File: src/logic/lpm_pkg.sv
// Package for the low-power mode controller: mode encoding, frame choices and timing counts.
// Assumes a 25 MHz system clock; the frame tick and sub-clock are modelled in system clock cycles.
package lpm_pkg;
   // Operating modes
   typedef enum logic [2:0] {
      MODE_ACTIVE,
      MODE_STANDBY,
      MODE_STOP,
      MODE_WATCH,
      MODE_SUBACTIVE
   } mode_t;

   localparam int CLK_PERIOD_NS = 40;
   // Oscillator settle period in ns and its least cycle count
   localparam int OSC_SETTLE_NS = 640;
   localparam int OSC_SETTLE_CYC = (OSC_SETTLE_NS + CLK_PERIOD_NS - 1) / CLK_PERIOD_NS;
   // Interrupt frame lengths in ns for the three selections
   localparam int FRAME0_NS = 1280;
   localparam int FRAME1_NS = 2560;
   localparam int FRAME2_NS = 5120;
   localparam int FRAME0_CYC = FRAME0_NS / CLK_PERIOD_NS;
   localparam int FRAME1_CYC = FRAME1_NS / CLK_PERIOD_NS;
   localparam int FRAME2_CYC = FRAME2_NS / CLK_PERIOD_NS;
   localparam int CNT_W = 16;
   localparam logic [1:0] FRAME_SEL_RESET = 2'h0;
   localparam logic FLAG_RESET = 1'h0;
endpackage

File: src/logic/low_power_mode_controller.sv
// Low-power mode sequencer: mode state, clock gates, peripheral holds and resets, frame-timed wake-up.
// Assumes the CPU pulses the instruction strobes for one cycle and all inputs are synchronous to clk_sys_in.
`timescale 1ns/10ps
`default_nettype none
// Operation
// - Standby stops CPU clocks; oscillators, interrupts, timers, serial keep running.
// - Standby holds RAM, registers and I/O pin states unchanged.
// - Standby ends on reset or interrupt, resuming at next instruction.
// - After standby wake, interrupt serviced if global enable set, else pending.
// - Stop instruction with watch select clear enters stop, halting main oscillator.
// - Stop resets CPU, timers, serial, LCD, A/D, I/O; outputs float; RAM kept.
// - After stop, RAM kept; accumulator, pointers, carry, serial data undefined.
// - Watch entered by stop with watch select, or either instruction in subactive.
// - Watch: timer A and LCD run; others stop; CPU, RAM, I/O held. The code keeps the serial enabled in watch, with its interrupt off.
// - Watch exits on reset or timer A/ext0 request; slow flag picks target.
// - Watch to active: settle period after timer A; one to two frames plus settle for ext0.
// - Subactive runs CPU on sub clock, all peripherals except A/D.
// - Direct transfer flag settable only in subactive; cleared on reaching active.
// - Subactive, slow flag 0, direct flag 1: instruction goes active after settle time.
// - In watch and subactive, timer A and ext0 requests align to selectable frame.
// - Requests rise one settle period after an interrupt strobe.
// - Ext0 falling edge counts at the second strobe after the edge.
// - Ext0 sampled once per frame; edge is a high sample then low sample.
// - Instruction coinciding with strobe in subactive cancels timer A and ext0 requests.
// - Global enable clear with unmasked flag set makes instruction a no-operation.
// - Asynchronous reset resets the device from any mode.
module low_power_mode_controller #(
   parameter int SETTLE_CYC = lpm_pkg::OSC_SETTLE_CYC,
   parameter int RAM_AW = 4,
   parameter int RAM_DW = 4
) (
   input wire logic clk_sys_in,
   input wire logic rst_in,
   input wire logic standby_instruction_in,
   input wire logic stop_instruction_in,
   input wire logic watch_select_bit_in,
   input wire logic slow_clock_flag_in,
   input wire logic direct_transfer_wr_in,
   input wire logic direct_transfer_val_in,
   input wire logic global_interrupt_enable_in,
   input wire logic unmasked_flag_pending_in,
   input wire logic any_irq_in,
   input wire logic timer_a_overflow_in,
   input wire logic external_interrupt_zero_in,
   input wire logic [1:0] frame_sel_in,
   input wire logic ram_we_in,
   input wire logic [RAM_AW-1:0] ram_addr_in,
   input wire logic [RAM_DW-1:0] ram_wdata_in,
   output logic [RAM_DW-1:0] ram_rdata_out,
   output logic [2:0] mode_out,
   output logic cpu_clk_en_out,
   output logic cpu_on_sub_clk_out,
   output logic main_osc_en_out,
   output logic per_clk_en_out,
   output logic timer_a_en_out,
   output logic timer_bc_en_out,
   output logic serial_en_out,
   output logic serial_irq_en_out,
   output logic lcd_en_out,
   output logic ad_en_out,
   output logic periph_reset_out,
   output logic io_hold_out,
   output logic io_hiz_out,
   output logic regs_invalid_out,
   output logic direct_transfer_flag_out,
   output logic timer_a_request_flag_out,
   output logic ext_zero_request_flag_out,
   output logic wake_service_out,
   output logic instr_nop_out
);
   initial begin
      if (SETTLE_CYC < 1 || SETTLE_CYC >= (1 << lpm_pkg::CNT_W)) begin
         $error("SETTLE_CYC out of range");
      end
   end

   lpm_pkg::mode_t mode_q;
   logic [lpm_pkg::CNT_W-1:0] frame_cnt_q;
   logic strobe;
   logic [lpm_pkg::CNT_W-1:0] settle_cnt_q;
   logic settle_busy_q;
   logic settle_to_active_q;
   logic settle_ta_q;
   logic settle_e0_q;
   logic ext_sample_q;
   logic ext_edge_seen_q;
   logic dt_flag_q;
   logic ta_pend_q;
   logic regs_invalid_q;
   logic lp_instr;
   logic instr_nop;
   logic low_freq;
   logic strobe_cancel;

   // Frame length in cycles for the given selection
   function automatic logic [lpm_pkg::CNT_W-1:0] frame_len(input logic [1:0] sel);
      if (sel == 2'h0) begin
         frame_len = lpm_pkg::CNT_W'(lpm_pkg::FRAME0_CYC);
      end else if (sel == 2'h1) begin
         frame_len = lpm_pkg::CNT_W'(lpm_pkg::FRAME1_CYC);
      end else begin
         frame_len = lpm_pkg::CNT_W'(lpm_pkg::FRAME2_CYC);
      end
   endfunction

   ////////////////////////////////////////////////////////////////////////////
   // Instruction qualification

   assign lp_instr = standby_instruction_in | stop_instruction_in;
   // An unmasked flag with interrupts off would wake at once, so treat as no-op
   assign instr_nop = lp_instr & ~global_interrupt_enable_in & unmasked_flag_pending_in;
   assign instr_nop_out = instr_nop;
   assign low_freq = (mode_q == lpm_pkg::MODE_WATCH) || (mode_q == lpm_pkg::MODE_SUBACTIVE);
   assign strobe_cancel = (mode_q == lpm_pkg::MODE_SUBACTIVE) & lp_instr & strobe;

   ////////////////////////////////////////////////////////////////////////////
   // Interrupt frame timebase

   // Free-running frame counter; strobe marks each frame start
   always_ff @(posedge clk_sys_in or posedge rst_in) begin
      if (rst_in) begin
         frame_cnt_q <= '0;
      end else if (frame_cnt_q >= frame_len(frame_sel_in) - 1'b1) begin
         frame_cnt_q <= '0;
      end else begin
         frame_cnt_q <= frame_cnt_q + 1'b1;
      end
   end
   assign strobe = (frame_cnt_q == '0);

   ////////////////////////////////////////////////////////////////////////////
   // External interrupt zero edge detection

   // One sample per frame; a high-then-low pair marks the edge, taken at next strobe
   always_ff @(posedge clk_sys_in or posedge rst_in) begin
      if (rst_in) begin
         ext_sample_q <= 1'h1;
         ext_edge_seen_q <= 1'h0;
      end else if (!low_freq) begin
         ext_sample_q <= 1'h1;
         ext_edge_seen_q <= 1'h0;
      end else if (strobe) begin
         ext_sample_q <= external_interrupt_zero_in;
         // Seen at one strobe, the settle timer starts from it at the following strobe
         ext_edge_seen_q <= ext_sample_q & ~external_interrupt_zero_in;
      end
   end

   // Timer A overflow held until the next strobe, so it lands on the frame
   always_ff @(posedge clk_sys_in or posedge rst_in) begin
      if (rst_in) begin
         ta_pend_q <= 1'h0;
      end else if (!low_freq) begin
         ta_pend_q <= 1'h0;
      end else if (strobe && !settle_busy_q) begin
         // Consumed or cancelled at this strobe; a busy timer keeps it for the next frame
         ta_pend_q <= 1'h0;
      end else if (timer_a_overflow_in) begin
         ta_pend_q <= 1'h1;
      end
   end

   ////////////////////////////////////////////////////////////////////////////
   // Settle timer: one oscillator settle period from a strobe, or from a direct-transfer instruction, to the request or mode change

   always_ff @(posedge clk_sys_in or posedge rst_in) begin
      if (rst_in) begin
         settle_busy_q <= 1'h0;
         settle_cnt_q <= '0;
         settle_to_active_q <= 1'h0;
         settle_ta_q <= 1'h0;
         settle_e0_q <= 1'h0;
      end else if (settle_busy_q) begin
         if (settle_cnt_q == lpm_pkg::CNT_W'(SETTLE_CYC - 1)) begin
            settle_busy_q <= 1'h0;
         end
         settle_cnt_q <= settle_cnt_q + 1'b1;
      end else if (low_freq && strobe && !strobe_cancel &&
                   ((strobe ? timer_a_overflow_in : 1'b0) | ta_pend_q | ext_edge_seen_q)) begin
         settle_busy_q <= 1'h1;
         settle_cnt_q <= '0;
         settle_ta_q <= ta_pend_q | timer_a_overflow_in;
         settle_e0_q <= ext_edge_seen_q;
         settle_to_active_q <= (mode_q == lpm_pkg::MODE_WATCH) & ~slow_clock_flag_in;
      end else if (mode_q == lpm_pkg::MODE_SUBACTIVE && lp_instr && !instr_nop &&
                   !slow_clock_flag_in && dt_flag_q) begin
         // Direct transfer waits the fixed settle time then goes active
         settle_busy_q <= 1'h1;
         settle_cnt_q <= '0;
         settle_ta_q <= 1'h0;
         settle_e0_q <= 1'h0;
         settle_to_active_q <= 1'h1;
      end
   end

   logic settle_done;
   assign settle_done = settle_busy_q && (settle_cnt_q == lpm_pkg::CNT_W'(SETTLE_CYC - 1));

   // Request flags: one-cycle pulses on the edge where the settle timer ends, cleared on every other cycle
   always_ff @(posedge clk_sys_in or posedge rst_in) begin
      if (rst_in) begin
         timer_a_request_flag_out <= lpm_pkg::FLAG_RESET;
         ext_zero_request_flag_out <= lpm_pkg::FLAG_RESET;
      end else if (settle_done) begin
         timer_a_request_flag_out <= settle_ta_q;
         ext_zero_request_flag_out <= settle_e0_q;
      end else begin
         timer_a_request_flag_out <= 1'h0;
         ext_zero_request_flag_out <= 1'h0;
      end
   end

   ////////////////////////////////////////////////////////////////////////////
   // Mode state machine

   always_ff @(posedge clk_sys_in or posedge rst_in) begin
      if (rst_in) begin
         mode_q <= lpm_pkg::MODE_ACTIVE;
      end else begin
         case (mode_q)
            lpm_pkg::MODE_ACTIVE: begin
               if (standby_instruction_in && !instr_nop) begin
                  mode_q <= lpm_pkg::MODE_STANDBY;
               end else if (stop_instruction_in && !instr_nop) begin
                  mode_q <= watch_select_bit_in ? lpm_pkg::MODE_WATCH : lpm_pkg::MODE_STOP;
               end
            end
            lpm_pkg::MODE_STANDBY: begin
               if (any_irq_in) begin
                  mode_q <= lpm_pkg::MODE_ACTIVE;
               end
            end
            lpm_pkg::MODE_STOP: begin
               mode_q <= lpm_pkg::MODE_STOP;
            end
            lpm_pkg::MODE_WATCH: begin
               if (settle_done) begin
                  mode_q <= settle_to_active_q ? lpm_pkg::MODE_ACTIVE : lpm_pkg::MODE_SUBACTIVE;
               end
            end
            lpm_pkg::MODE_SUBACTIVE: begin
               if (settle_done && settle_to_active_q) begin
                  mode_q <= lpm_pkg::MODE_ACTIVE;
               end else if (lp_instr && !instr_nop && !settle_busy_q && !dt_flag_q) begin
                  mode_q <= lpm_pkg::MODE_WATCH;
               end else if (lp_instr && !instr_nop && slow_clock_flag_in && dt_flag_q) begin
                  mode_q <= lpm_pkg::MODE_WATCH;
               end
            end
            default: begin
               mode_q <= lpm_pkg::MODE_ACTIVE;
            end
         endcase
      end
   end

   ////////////////////////////////////////////////////////////////////////////
   // Direct transfer flag

   // Writable only in subactive; forced clear in active so active reads zero; held in standby, stop and watch
   always_ff @(posedge clk_sys_in or posedge rst_in) begin
      if (rst_in) begin
         dt_flag_q <= lpm_pkg::FLAG_RESET;
      end else if (settle_done && settle_to_active_q) begin
         // Cleared on the edge that enters active, so active never shows it set
         dt_flag_q <= 1'h0;
      end else if (mode_q == lpm_pkg::MODE_SUBACTIVE) begin
         if (direct_transfer_wr_in) begin
            dt_flag_q <= direct_transfer_val_in;
         end
      end else if (mode_q == lpm_pkg::MODE_ACTIVE) begin
         dt_flag_q <= 1'h0;
      end
   end
   assign direct_transfer_flag_out = dt_flag_q;

   // Wake from standby, or from watch into active: service now only if interrupts are enabled
   always_ff @(posedge clk_sys_in or posedge rst_in) begin
      if (rst_in) begin
         wake_service_out <= 1'h0;
      end else begin
         wake_service_out <= global_interrupt_enable_in &
            (((mode_q == lpm_pkg::MODE_STANDBY) && any_irq_in) ||
             ((mode_q == lpm_pkg::MODE_WATCH) && settle_done && settle_to_active_q));
      end
   end

   // Core registers lose validity in stop; reset is the only way out
   always_ff @(posedge clk_sys_in or posedge rst_in) begin
      if (rst_in) begin
         regs_invalid_q <= 1'h0;
      end else if (mode_q == lpm_pkg::MODE_STOP) begin
         regs_invalid_q <= 1'h1;
      end
   end
   assign regs_invalid_out = regs_invalid_q | (mode_q == lpm_pkg::MODE_STOP);

   ////////////////////////////////////////////////////////////////////////////
   // Clock gates and peripheral controls per mode

   always_comb begin
      mode_out = mode_q;
      cpu_clk_en_out = (mode_q == lpm_pkg::MODE_ACTIVE) || (mode_q == lpm_pkg::MODE_SUBACTIVE);
      cpu_on_sub_clk_out = (mode_q == lpm_pkg::MODE_SUBACTIVE);
      main_osc_en_out = (mode_q == lpm_pkg::MODE_ACTIVE) || (mode_q == lpm_pkg::MODE_STANDBY);
      per_clk_en_out = main_osc_en_out || (mode_q == lpm_pkg::MODE_SUBACTIVE);
      timer_a_en_out = (mode_q != lpm_pkg::MODE_STOP);
      timer_bc_en_out = per_clk_en_out;
      serial_en_out = per_clk_en_out || (mode_q == lpm_pkg::MODE_WATCH);
      serial_irq_en_out = per_clk_en_out;
      lcd_en_out = (mode_q != lpm_pkg::MODE_STOP);
      ad_en_out = main_osc_en_out;
      periph_reset_out = (mode_q == lpm_pkg::MODE_STOP);
      io_hold_out = (mode_q == lpm_pkg::MODE_STANDBY) || (mode_q == lpm_pkg::MODE_WATCH);
      io_hiz_out = (mode_q == lpm_pkg::MODE_STOP);
   end

   // Data memory has no reset, retained through every mode
   lpm_ram #(
      .AW(RAM_AW),
      .DW(RAM_DW)
   ) u_ram (
      .clk_sys_in(clk_sys_in),
      .we_in(ram_we_in & cpu_clk_en_out),
      .addr_in(ram_addr_in),
      .wdata_in(ram_wdata_in),
      .rdata_out(ram_rdata_out)
   );
endmodule
`default_nettype wire

File: src/logic/lpm_ram.sv
// Small RAM standing for the core data memory that low-power modes must retain.
// Assumes a single clock; read data come out of a register.
`timescale 1ns/10ps
`default_nettype none
module lpm_ram #(
   parameter int AW = 4,
   parameter int DW = 4
) (
   input wire logic clk_sys_in,
   input wire logic we_in,
   input wire logic [AW-1:0] addr_in,
   input wire logic [DW-1:0] wdata_in,
   output logic [DW-1:0] rdata_out
);
   logic [DW-1:0] mem_q [0:(1<<AW)-1];

   // Contents have no reset, so they survive every mode including stop
   always_ff @(posedge clk_sys_in) begin
      if (we_in) begin
         mem_q[addr_in] <= wdata_in;
      end
      rdata_out <= mem_q[addr_in];
   end
endmodule
`default_nettype wire

File: config.mk
export PLATFORM = sky130hd
export DESIGN_NAME = low_power_mode_controller
export DESIGN_NICKNAME = d
export VERILOG_FILES = /design/src/logic/lpm_pkg.sv /design/src/logic/low_power_mode_controller.sv /design/src/logic/lpm_ram.sv
export SDC_FILE = /design/constraint.sdc
export NUM_CORES = 1
export LEC_CHECK = 0
export ABC_AREA = 1
export BUFFER_PORTS_ARGS = -buffer_cell sky130_fd_sc_hd__buf_2
export CAP_MARGIN = 40
export CORE_MARGIN = 2
export CORE_UTILIZATION = 40
export CTS_CLUSTER_SIZE = 10
export DETAILED_ROUTE_END_ITERATION = 7
export PLACE_DENSITY = 0.57
export SETUP_SLACK_MARGIN = 0.15
export SYNTH_ARGS = -nofsm -noshare
export SYNTH_HDL_FRONTEND = slang
export SYNTH_HIERARCHICAL = 1
export SYNTH_SLANG_ARGS = --single-unit
export TNS_END_PERCENT = 100
File: constraint.sdc
create_clock -name clk_sys_in -period 3.32 [get_ports clk_sys_in]
set_input_delay 0.664 -clock clk_sys_in [delete_from_list [all_inputs] [get_ports clk_sys_in]]
set_output_delay 0.664 -clock clk_sys_in [all_outputs]
set_load 0.05 [all_outputs]
Word-level counts from Yosys, hierarchy flattened
Memory sizes are Yosys's and may differ from the RTL's. A register that Yosys moved wholly into a read port is not among the register bits.
Cells that the tools add are included.

cells by class
  add/sub/neg operators = 3
  order comparisons = 1
  equal/unequal tests = 14
  mux-type cells = 41
  bitwise operators = 17
  reductions and logical operators = 41

operator list
  operator                                              count
  two-way mux 16 bit                                    4
  adder 16 x 1 -> 16 bit, second input constant         2
  two-way mux 1 bit                                     26
  two-way mux 3 bit                                     8
  logical AND 1 bit                                     20
  equality test 16 x 4 -> 1 bit, second input constant  1
  >= comparator 16 bit                                  1
  logical NOT 16 bit                                    1
  two-way mux 8 bit                                     2
  subtractor 16 x 1 -> 16 bit, second input constant    1
  case mux 3 bit (5 select lines)                       1
  != test 3 x 2 -> 1 bit, second input constant         3
  AND 1 bit                                             8
  logical OR 1 bit                                      7
  equality test 3 x 2 -> 1 bit, second input constant   2
  != test 2 bit, second input constant                  3
  nonzero test 3 bit                                    2
  logical NOT 1 bit                                     5
  bitwise OR 1 bit                                      5
  != test 4 x 1 -> 1 bit, second input constant         1
  NOT 1 bit                                             4
  AND reduction 2 bit                                   2
  AND reduction 4 bit                                   1
  equality test 3 x 1 -> 1 bit, second input constant   1
  6 further kinds                                       6

word-level totals
  bits in registers = 47
  bits in writable memories = 64
  memories = 1

memory list
  memory       words  width  read ports  clocked after Yosys merged registers in  wr ports  line           RTL
  u_ram.mem_q  16     4      1           1                                        1         lpm_ram.sv:15  logic [DW-1:0] mem_q [0:(1<<AW)-1];

Logic depth before layout (Yosys ltp)
  depth after elaboration = 11
  mapped depth = 11
  depth with buffers taken out = 10

Cells and area by module
Netlist, hierarchy kept.

modules (own cells, without submodules)
  module                     instances  cells each  area each (um2)  seq. area each (um2)
  lpm_ram                    1          289         2965.3           2001.9
  low_power_mode_controller  1          343         2705.1           1177.4

Worst setup path before layout
OpenSTA, ideal clock, no wires.

  path kind = register -> output
  start point = reg mode_q[1] (netlist: mode_out[1])
  end point = out timer_a_en_out
  arrival time = 3.111 ns
  data required time = 2.656 ns
  path slack = -0.455 ns
  stages on the path, launching flop included = 5
  cell sequence = dfrtp_1 > inv_1 > nor3_1 > inv_1 > buf_4

between the ends
  word-level cells in the longest chain between the ends = 1

RTL lines
  what                    line                              RTL
  start, declared         low_power_mode_controller.sv:77   lpm_pkg::mode_t mode_q;
  start signal, assigned  low_power_mode_controller.sv:218  mode_q <= lpm_pkg::MODE_ACTIVE;
  start signal, assigned  low_power_mode_controller.sv:223  mode_q <= lpm_pkg::MODE_STANDBY;
  start signal, assigned  low_power_mode_controller.sv:225  mode_q <= watch_select_bit_in ? lpm_pkg::MODE_WATCH : lpm_pkg::MODE_STOP;
  != test 3 x 2 -> 1 bit  --
  end, declared           low_power_mode_controller.sv:55   output logic timer_a_en_out,

Every way passes these cells.

Worst setup path after layout
  start point = reg mode_q[1] (netlist: mode_out[1])
  end point = out regs_invalid_out

between the ends
  word-level cells in the longest chain between the ends = 2

RTL lines
  what                          line                              RTL
  equality test 3 x 2 -> 1 bit  low_power_mode_controller.sv:296  assign regs_invalid_out = regs_invalid_q | (mode_q == lpm_pkg::MODE_STOP);
  bitwise OR 1 bit              low_power_mode_controller.sv:296
  end, declared                 low_power_mode_controller.sv:64   output logic regs_invalid_out,

Every way passes these cells.

==> results.md <==
Floorplan:
- The height of the chip is 123 um.
- The area of the die is 15100 sq um.
- The floorplan has 43 rows.
- The number of placed I/O pins is 50.
- The die span in x is around 120 um.
- The core box area is 13900 sq um.
- The starting utilization of the core area is between 40% and 50%.

Route:
- For this block, the initial DRC count from the detailed router was 302.
- The final wirelength is 11800 um.
- Detailed routing inserted a total of between 4000 and 5000 vias.
- The average routed wire per standard cell is 13.3 um.
- After detailed routing, the number of vias per cell comes to 4.78.
- In the routed design, unresolved DRC markers number 0.
- Once detail routing completed, the nets flagged for antenna violations numbered 0.
- The detailed-router iteration count before antenna repair is 4.

Placement:
- Input and output buffers added on the ports amount to slightly below 50.
- At the end of routability-driven placement, the weighted congestion stood at 0.880.
- After legalization and detailed placement, the total HPWL measured between 8000 and 9000 um.
- The placed cell area is 5990 sq um.
- In this run, placement finished with an instance count of between 800 and 900.
- At the placement stage, the worst setup path has a slack of 1080 ps.

STA:
- The worst-case clock skew is 6.33 ps.
- The highest attainable clock frequency is 396 MHz.
- The final worst hold slack is 296 ps.
- The final-report hold violation count is 0.
- After routing, the total negative slack on setup checks comes to 0 ps.
- The total setup violations reported at the end of the flow is 0.
- The post-layout minimum cycle time is ~2500 ps.
- For the pin with the worst max-slew slack, the measured transition is 649 ps.
- Setup repair after global routing left no endpoint under its margin.
- The final count of pins violating max slew is 0.
- The share of the clock period used by the worst path is 76.0%.
- The remaining max-slew budget at the tightest pin is between 50 and 60%.
- Setup slack closes at 796 ps.

Critical path:
- The endpoint of the most critical setup path is regs_invalid_out.
- The capture point of the worst reg-to-reg path is u_ram/mem_q[2][3].
- STA classifies the critical path startpoint as a flip-flop.
- The highest net fanout along the worst path is 7.
- The required time at the endpoint of the critical path is 2660 ps.
- The data arrival time of the critical path is around 1900 ps.
- The worst setup slack for register-to-register paths is 1150 ps.
- The worst setup path is of the flip-flop to primary output kind.
- The critical path endpoint category is a primary output.
- The launching element of the worst setup path is mode_out[1].
- The worst flop-to-flop path startpoint is mode_out[1].
- The worst register-to-register path has a depth of 5.

Logic synthesis:
- The number of distinct library cells after synthesis is 42.
- The synthesized design contains 115 register bits.
- The cell area that synthesis handed to floorplanning was about 5700 sq um.
- The post-synthesis average cell area is 8.97 sq um.
- Yosys mapped a number of flops with a built-in enable equal to 64.
- The portion of the post-synthesis area used by sequential elements is 56.1%.
- The number of warnings reported in the yosys synthesis log is 6.
- The dominant register cell in the synthesized netlist is edfxtp_1.
- Synthesis produced 632 cells.
- The proportion of synthesized flip-flops having asynchronous set or reset is 40.9%.

Global routing:
- The wire length of the first global-routing pass is 19600 um.
- After global routing the overflow that remains totals 0.
- The pin count of the biggest net entering global routing is 36.
- The via count of the first global-routing pass is roughly 4300.
- In the global route stage, overall resource usage came out at between 15 and 20%.
- The number of antenna violations at the first check in global routing was 0.

Finish:
- The post-layout net count is 717.
- The growth of design area from synthesis to finish is 16.2%.
- The final standard cell utilization of the core is 47.5%.
- The share of final-layout standard cells stronger than drive strength 1 is 18.7%.
- The finished cells cover ~6600 sq um.
- The post-route non-filler standard cell count is 881.
- The final antenna diode count is 0.
- Counting the fill cells in the layout gives 1349.

Worst hold path:
- The worst hold-check path type is primary input to async pin.

Power:
- For this design the ratio of total power to cell area is about 660 nW/um^2.
- Total power for the finished layout comes to 4.34 mW.
- The analysis attributes to cell leakage a power of ~3.0 nW.
- The maximum VDD drop is 0.000614 V.

Clock network:
- Clock tree synthesis selected as its root buffer the cell clkbuf_16.
- The post-CTS clock slew at the launch and capture registers of the worst setup and hold paths is ~50 ps.
- The post-cts sizing count is 0.
- Clock latency on the worst-skew pair, taken at its later pin, is roughly 410 ps.
- The number of buffers created by CTS is 17.
- Hold repair after CTS inserted 0 buffers.
- The H-tree level count is 4.
- The number of buffers inserted by post-CTS setup repair is 0.
- Counting every sink on the clock net gives 115.
- The buffer levels on the longest clock path is 2.
- The TritonCTS clock tree is done.

Flow run:
- The tool flagged a number of max-cap violations equal to 0.

Outcome:
- The run finished with clean final reports.
logic make-up (layout without fill, tap and decap cells):
family / count (synthesis) / after routing / synth area share (%)
other: 2 / 8 / 0.132
buffers and inverters: 86 / 149 / 8.10
and+or+nand+nor: 371 / 371 / 28.5
AOI/OAI and AO/OA: 46 / 46 / 5.01
xor gates and xnor gates: 7 / 7 / 1.08
adders and majority gates: 5 / 5 / 1.10
DFF: 115 / 115 / 56.1
worst max-delay path, cell delays in order, from the launching register on:
cell and delay (ps):
dfrtp_1 500, inv_1 100, nor3_2 410, or2_2 190, buf_2 250
cell usage in the layout, fill, tap and decap left out, types with 4 or more instances in the layout:
| master | instances |
|---|---|
| a21oi_1 | 11 |
| nand2_2 | 22 |
| xor2_1 | 5 |
| inv_1 | 60 |
| dfrtp_1 | 46 |
| inv_2 | 5 |
| nand3_1 | 35 |
| nor2_1 | 70 |
| ha_1 | 5 |
| nand4_1 | 9 |
| nand2_1 | 215 |
| dfxtp_1 | 4 |
| edfxtp_1 | 64 |
| o21ai_2 | 6 |
| a21oi_2 | 5 |
| o21ai_0 | 18 |
| nor3_1 | 5 |
| conb_1 | 8 |
| buf_2 | 49 |
| clkbuf_16 | 17 |
layout make-up:
class                           instances  area [sq um]  area share (%)
Sequential cell                       115          3180            48.2
Multi-Input combinational cell        437          2060            31.2
Clock buffer                           22           474            7.19
Timing Repair Buffer                   50           265            4.02
Inverter                               67           259            3.93
Tap cell                              180           225            3.42
Clock inverter                         10           129            1.96
metal layers:
| layer | vias up | part of all wire (%) | GRT usage [%] |
|---|---|---|---|
| met2 | 92 | 49 | 29.1 |
| met1 | 1976 | 45 | 20.4 |
| met5 | - | 0 | 0 |
| li1 | 2123 | - | - |
| met4 | 0 | 2.0 | 7.17 |
| met3 | 20 | 4.4 | 4.98 |
cell usage after synthesis, types with 2 or more instances:
cell | instances | area share [%]
a21oi_1 | 11 | 0.97
a21oi_2 | 5 | 0.77
a31oi_1 | 2 | 0.22
buf_12 | 3 | 1.1
buf_4 | 9 | 1.2
buf_6 | 4 | 0.79
conb_1 | 2 | 0.13
dfrtp_1 | 46 | 20
dfxtp_1 | 4 | 1.4
edfxtp_1 | 64 | 34
ha_1 | 5 | 1.1
inv_1 | 61 | 4.0
inv_2 | 4 | 0.26
nand2_1 | 215 | 14
nand2_2 | 22 | 2.4
nand2_4 | 3 | 0.60
nand3_1 | 35 | 3.1
nand4_1 | 9 | 0.99
nor2_1 | 70 | 4.6
nor2_4 | 2 | 0.40
nor3_1 | 6 | 0.53
nor3b_1 | 2 | 0.26
o21ai_0 | 18 | 1.6
o21ai_2 | 6 | 0.93
or2_2 | 2 | 0.22
xnor2_1 | 2 | 0.31
xor2_1 | 5 | 0.77
power breakdown:
| group | internal (mW) | switching, mW | leakage, nW |
|---|---|---|---|
| combinational | 0.191 | 0.682 | 1.52 |
| sequential | 1.58 | 0.0656 | 1.23 |
| clock | 1.23 | 0.595 | 0.295 |
| total | 3.00 | 1.34 | 3.04 |
how the worst min path moves through the flow:
stage	end	slack [ps]	depth (start not counted)
after CTS	regs_invalid_q	300	2
after floorplan	regs_invalid_q	430	1
final	regs_invalid_q	300	2
after detailed placement	frame_cnt_q[0]	450	1
after global placement	regs_invalid_q	440	1
after global routing	frame_cnt_q[1]	340	2
registers in the layout, indices dropped and copies added, names as in the netlist:
| signal | cells |
|---|---|
| u_ram/mem_q | 64 |
| direct_transfer_flag_out | 1 |
| settle_e0_q | 1 |
| ext_sample_q | 1 |
| ta_pend_q | 1 |
| wake_service_out | 1 |
| settle_ta_q | 1 |
| ext_edge_seen_q | 1 |
| timer_a_request_flag_out | 1 |
| regs_invalid_q | 1 |
| frame_cnt_q | 16 |
| settle_busy_q | 1 |
| settle_cnt_q | 16 |
| u_ram/rdata_out | 4 |
| mode_out | 3 |
| settle_to_active_q | 1 |
| ext_zero_request_flag_out | 1 |
(Power assumes the default switching activity.)
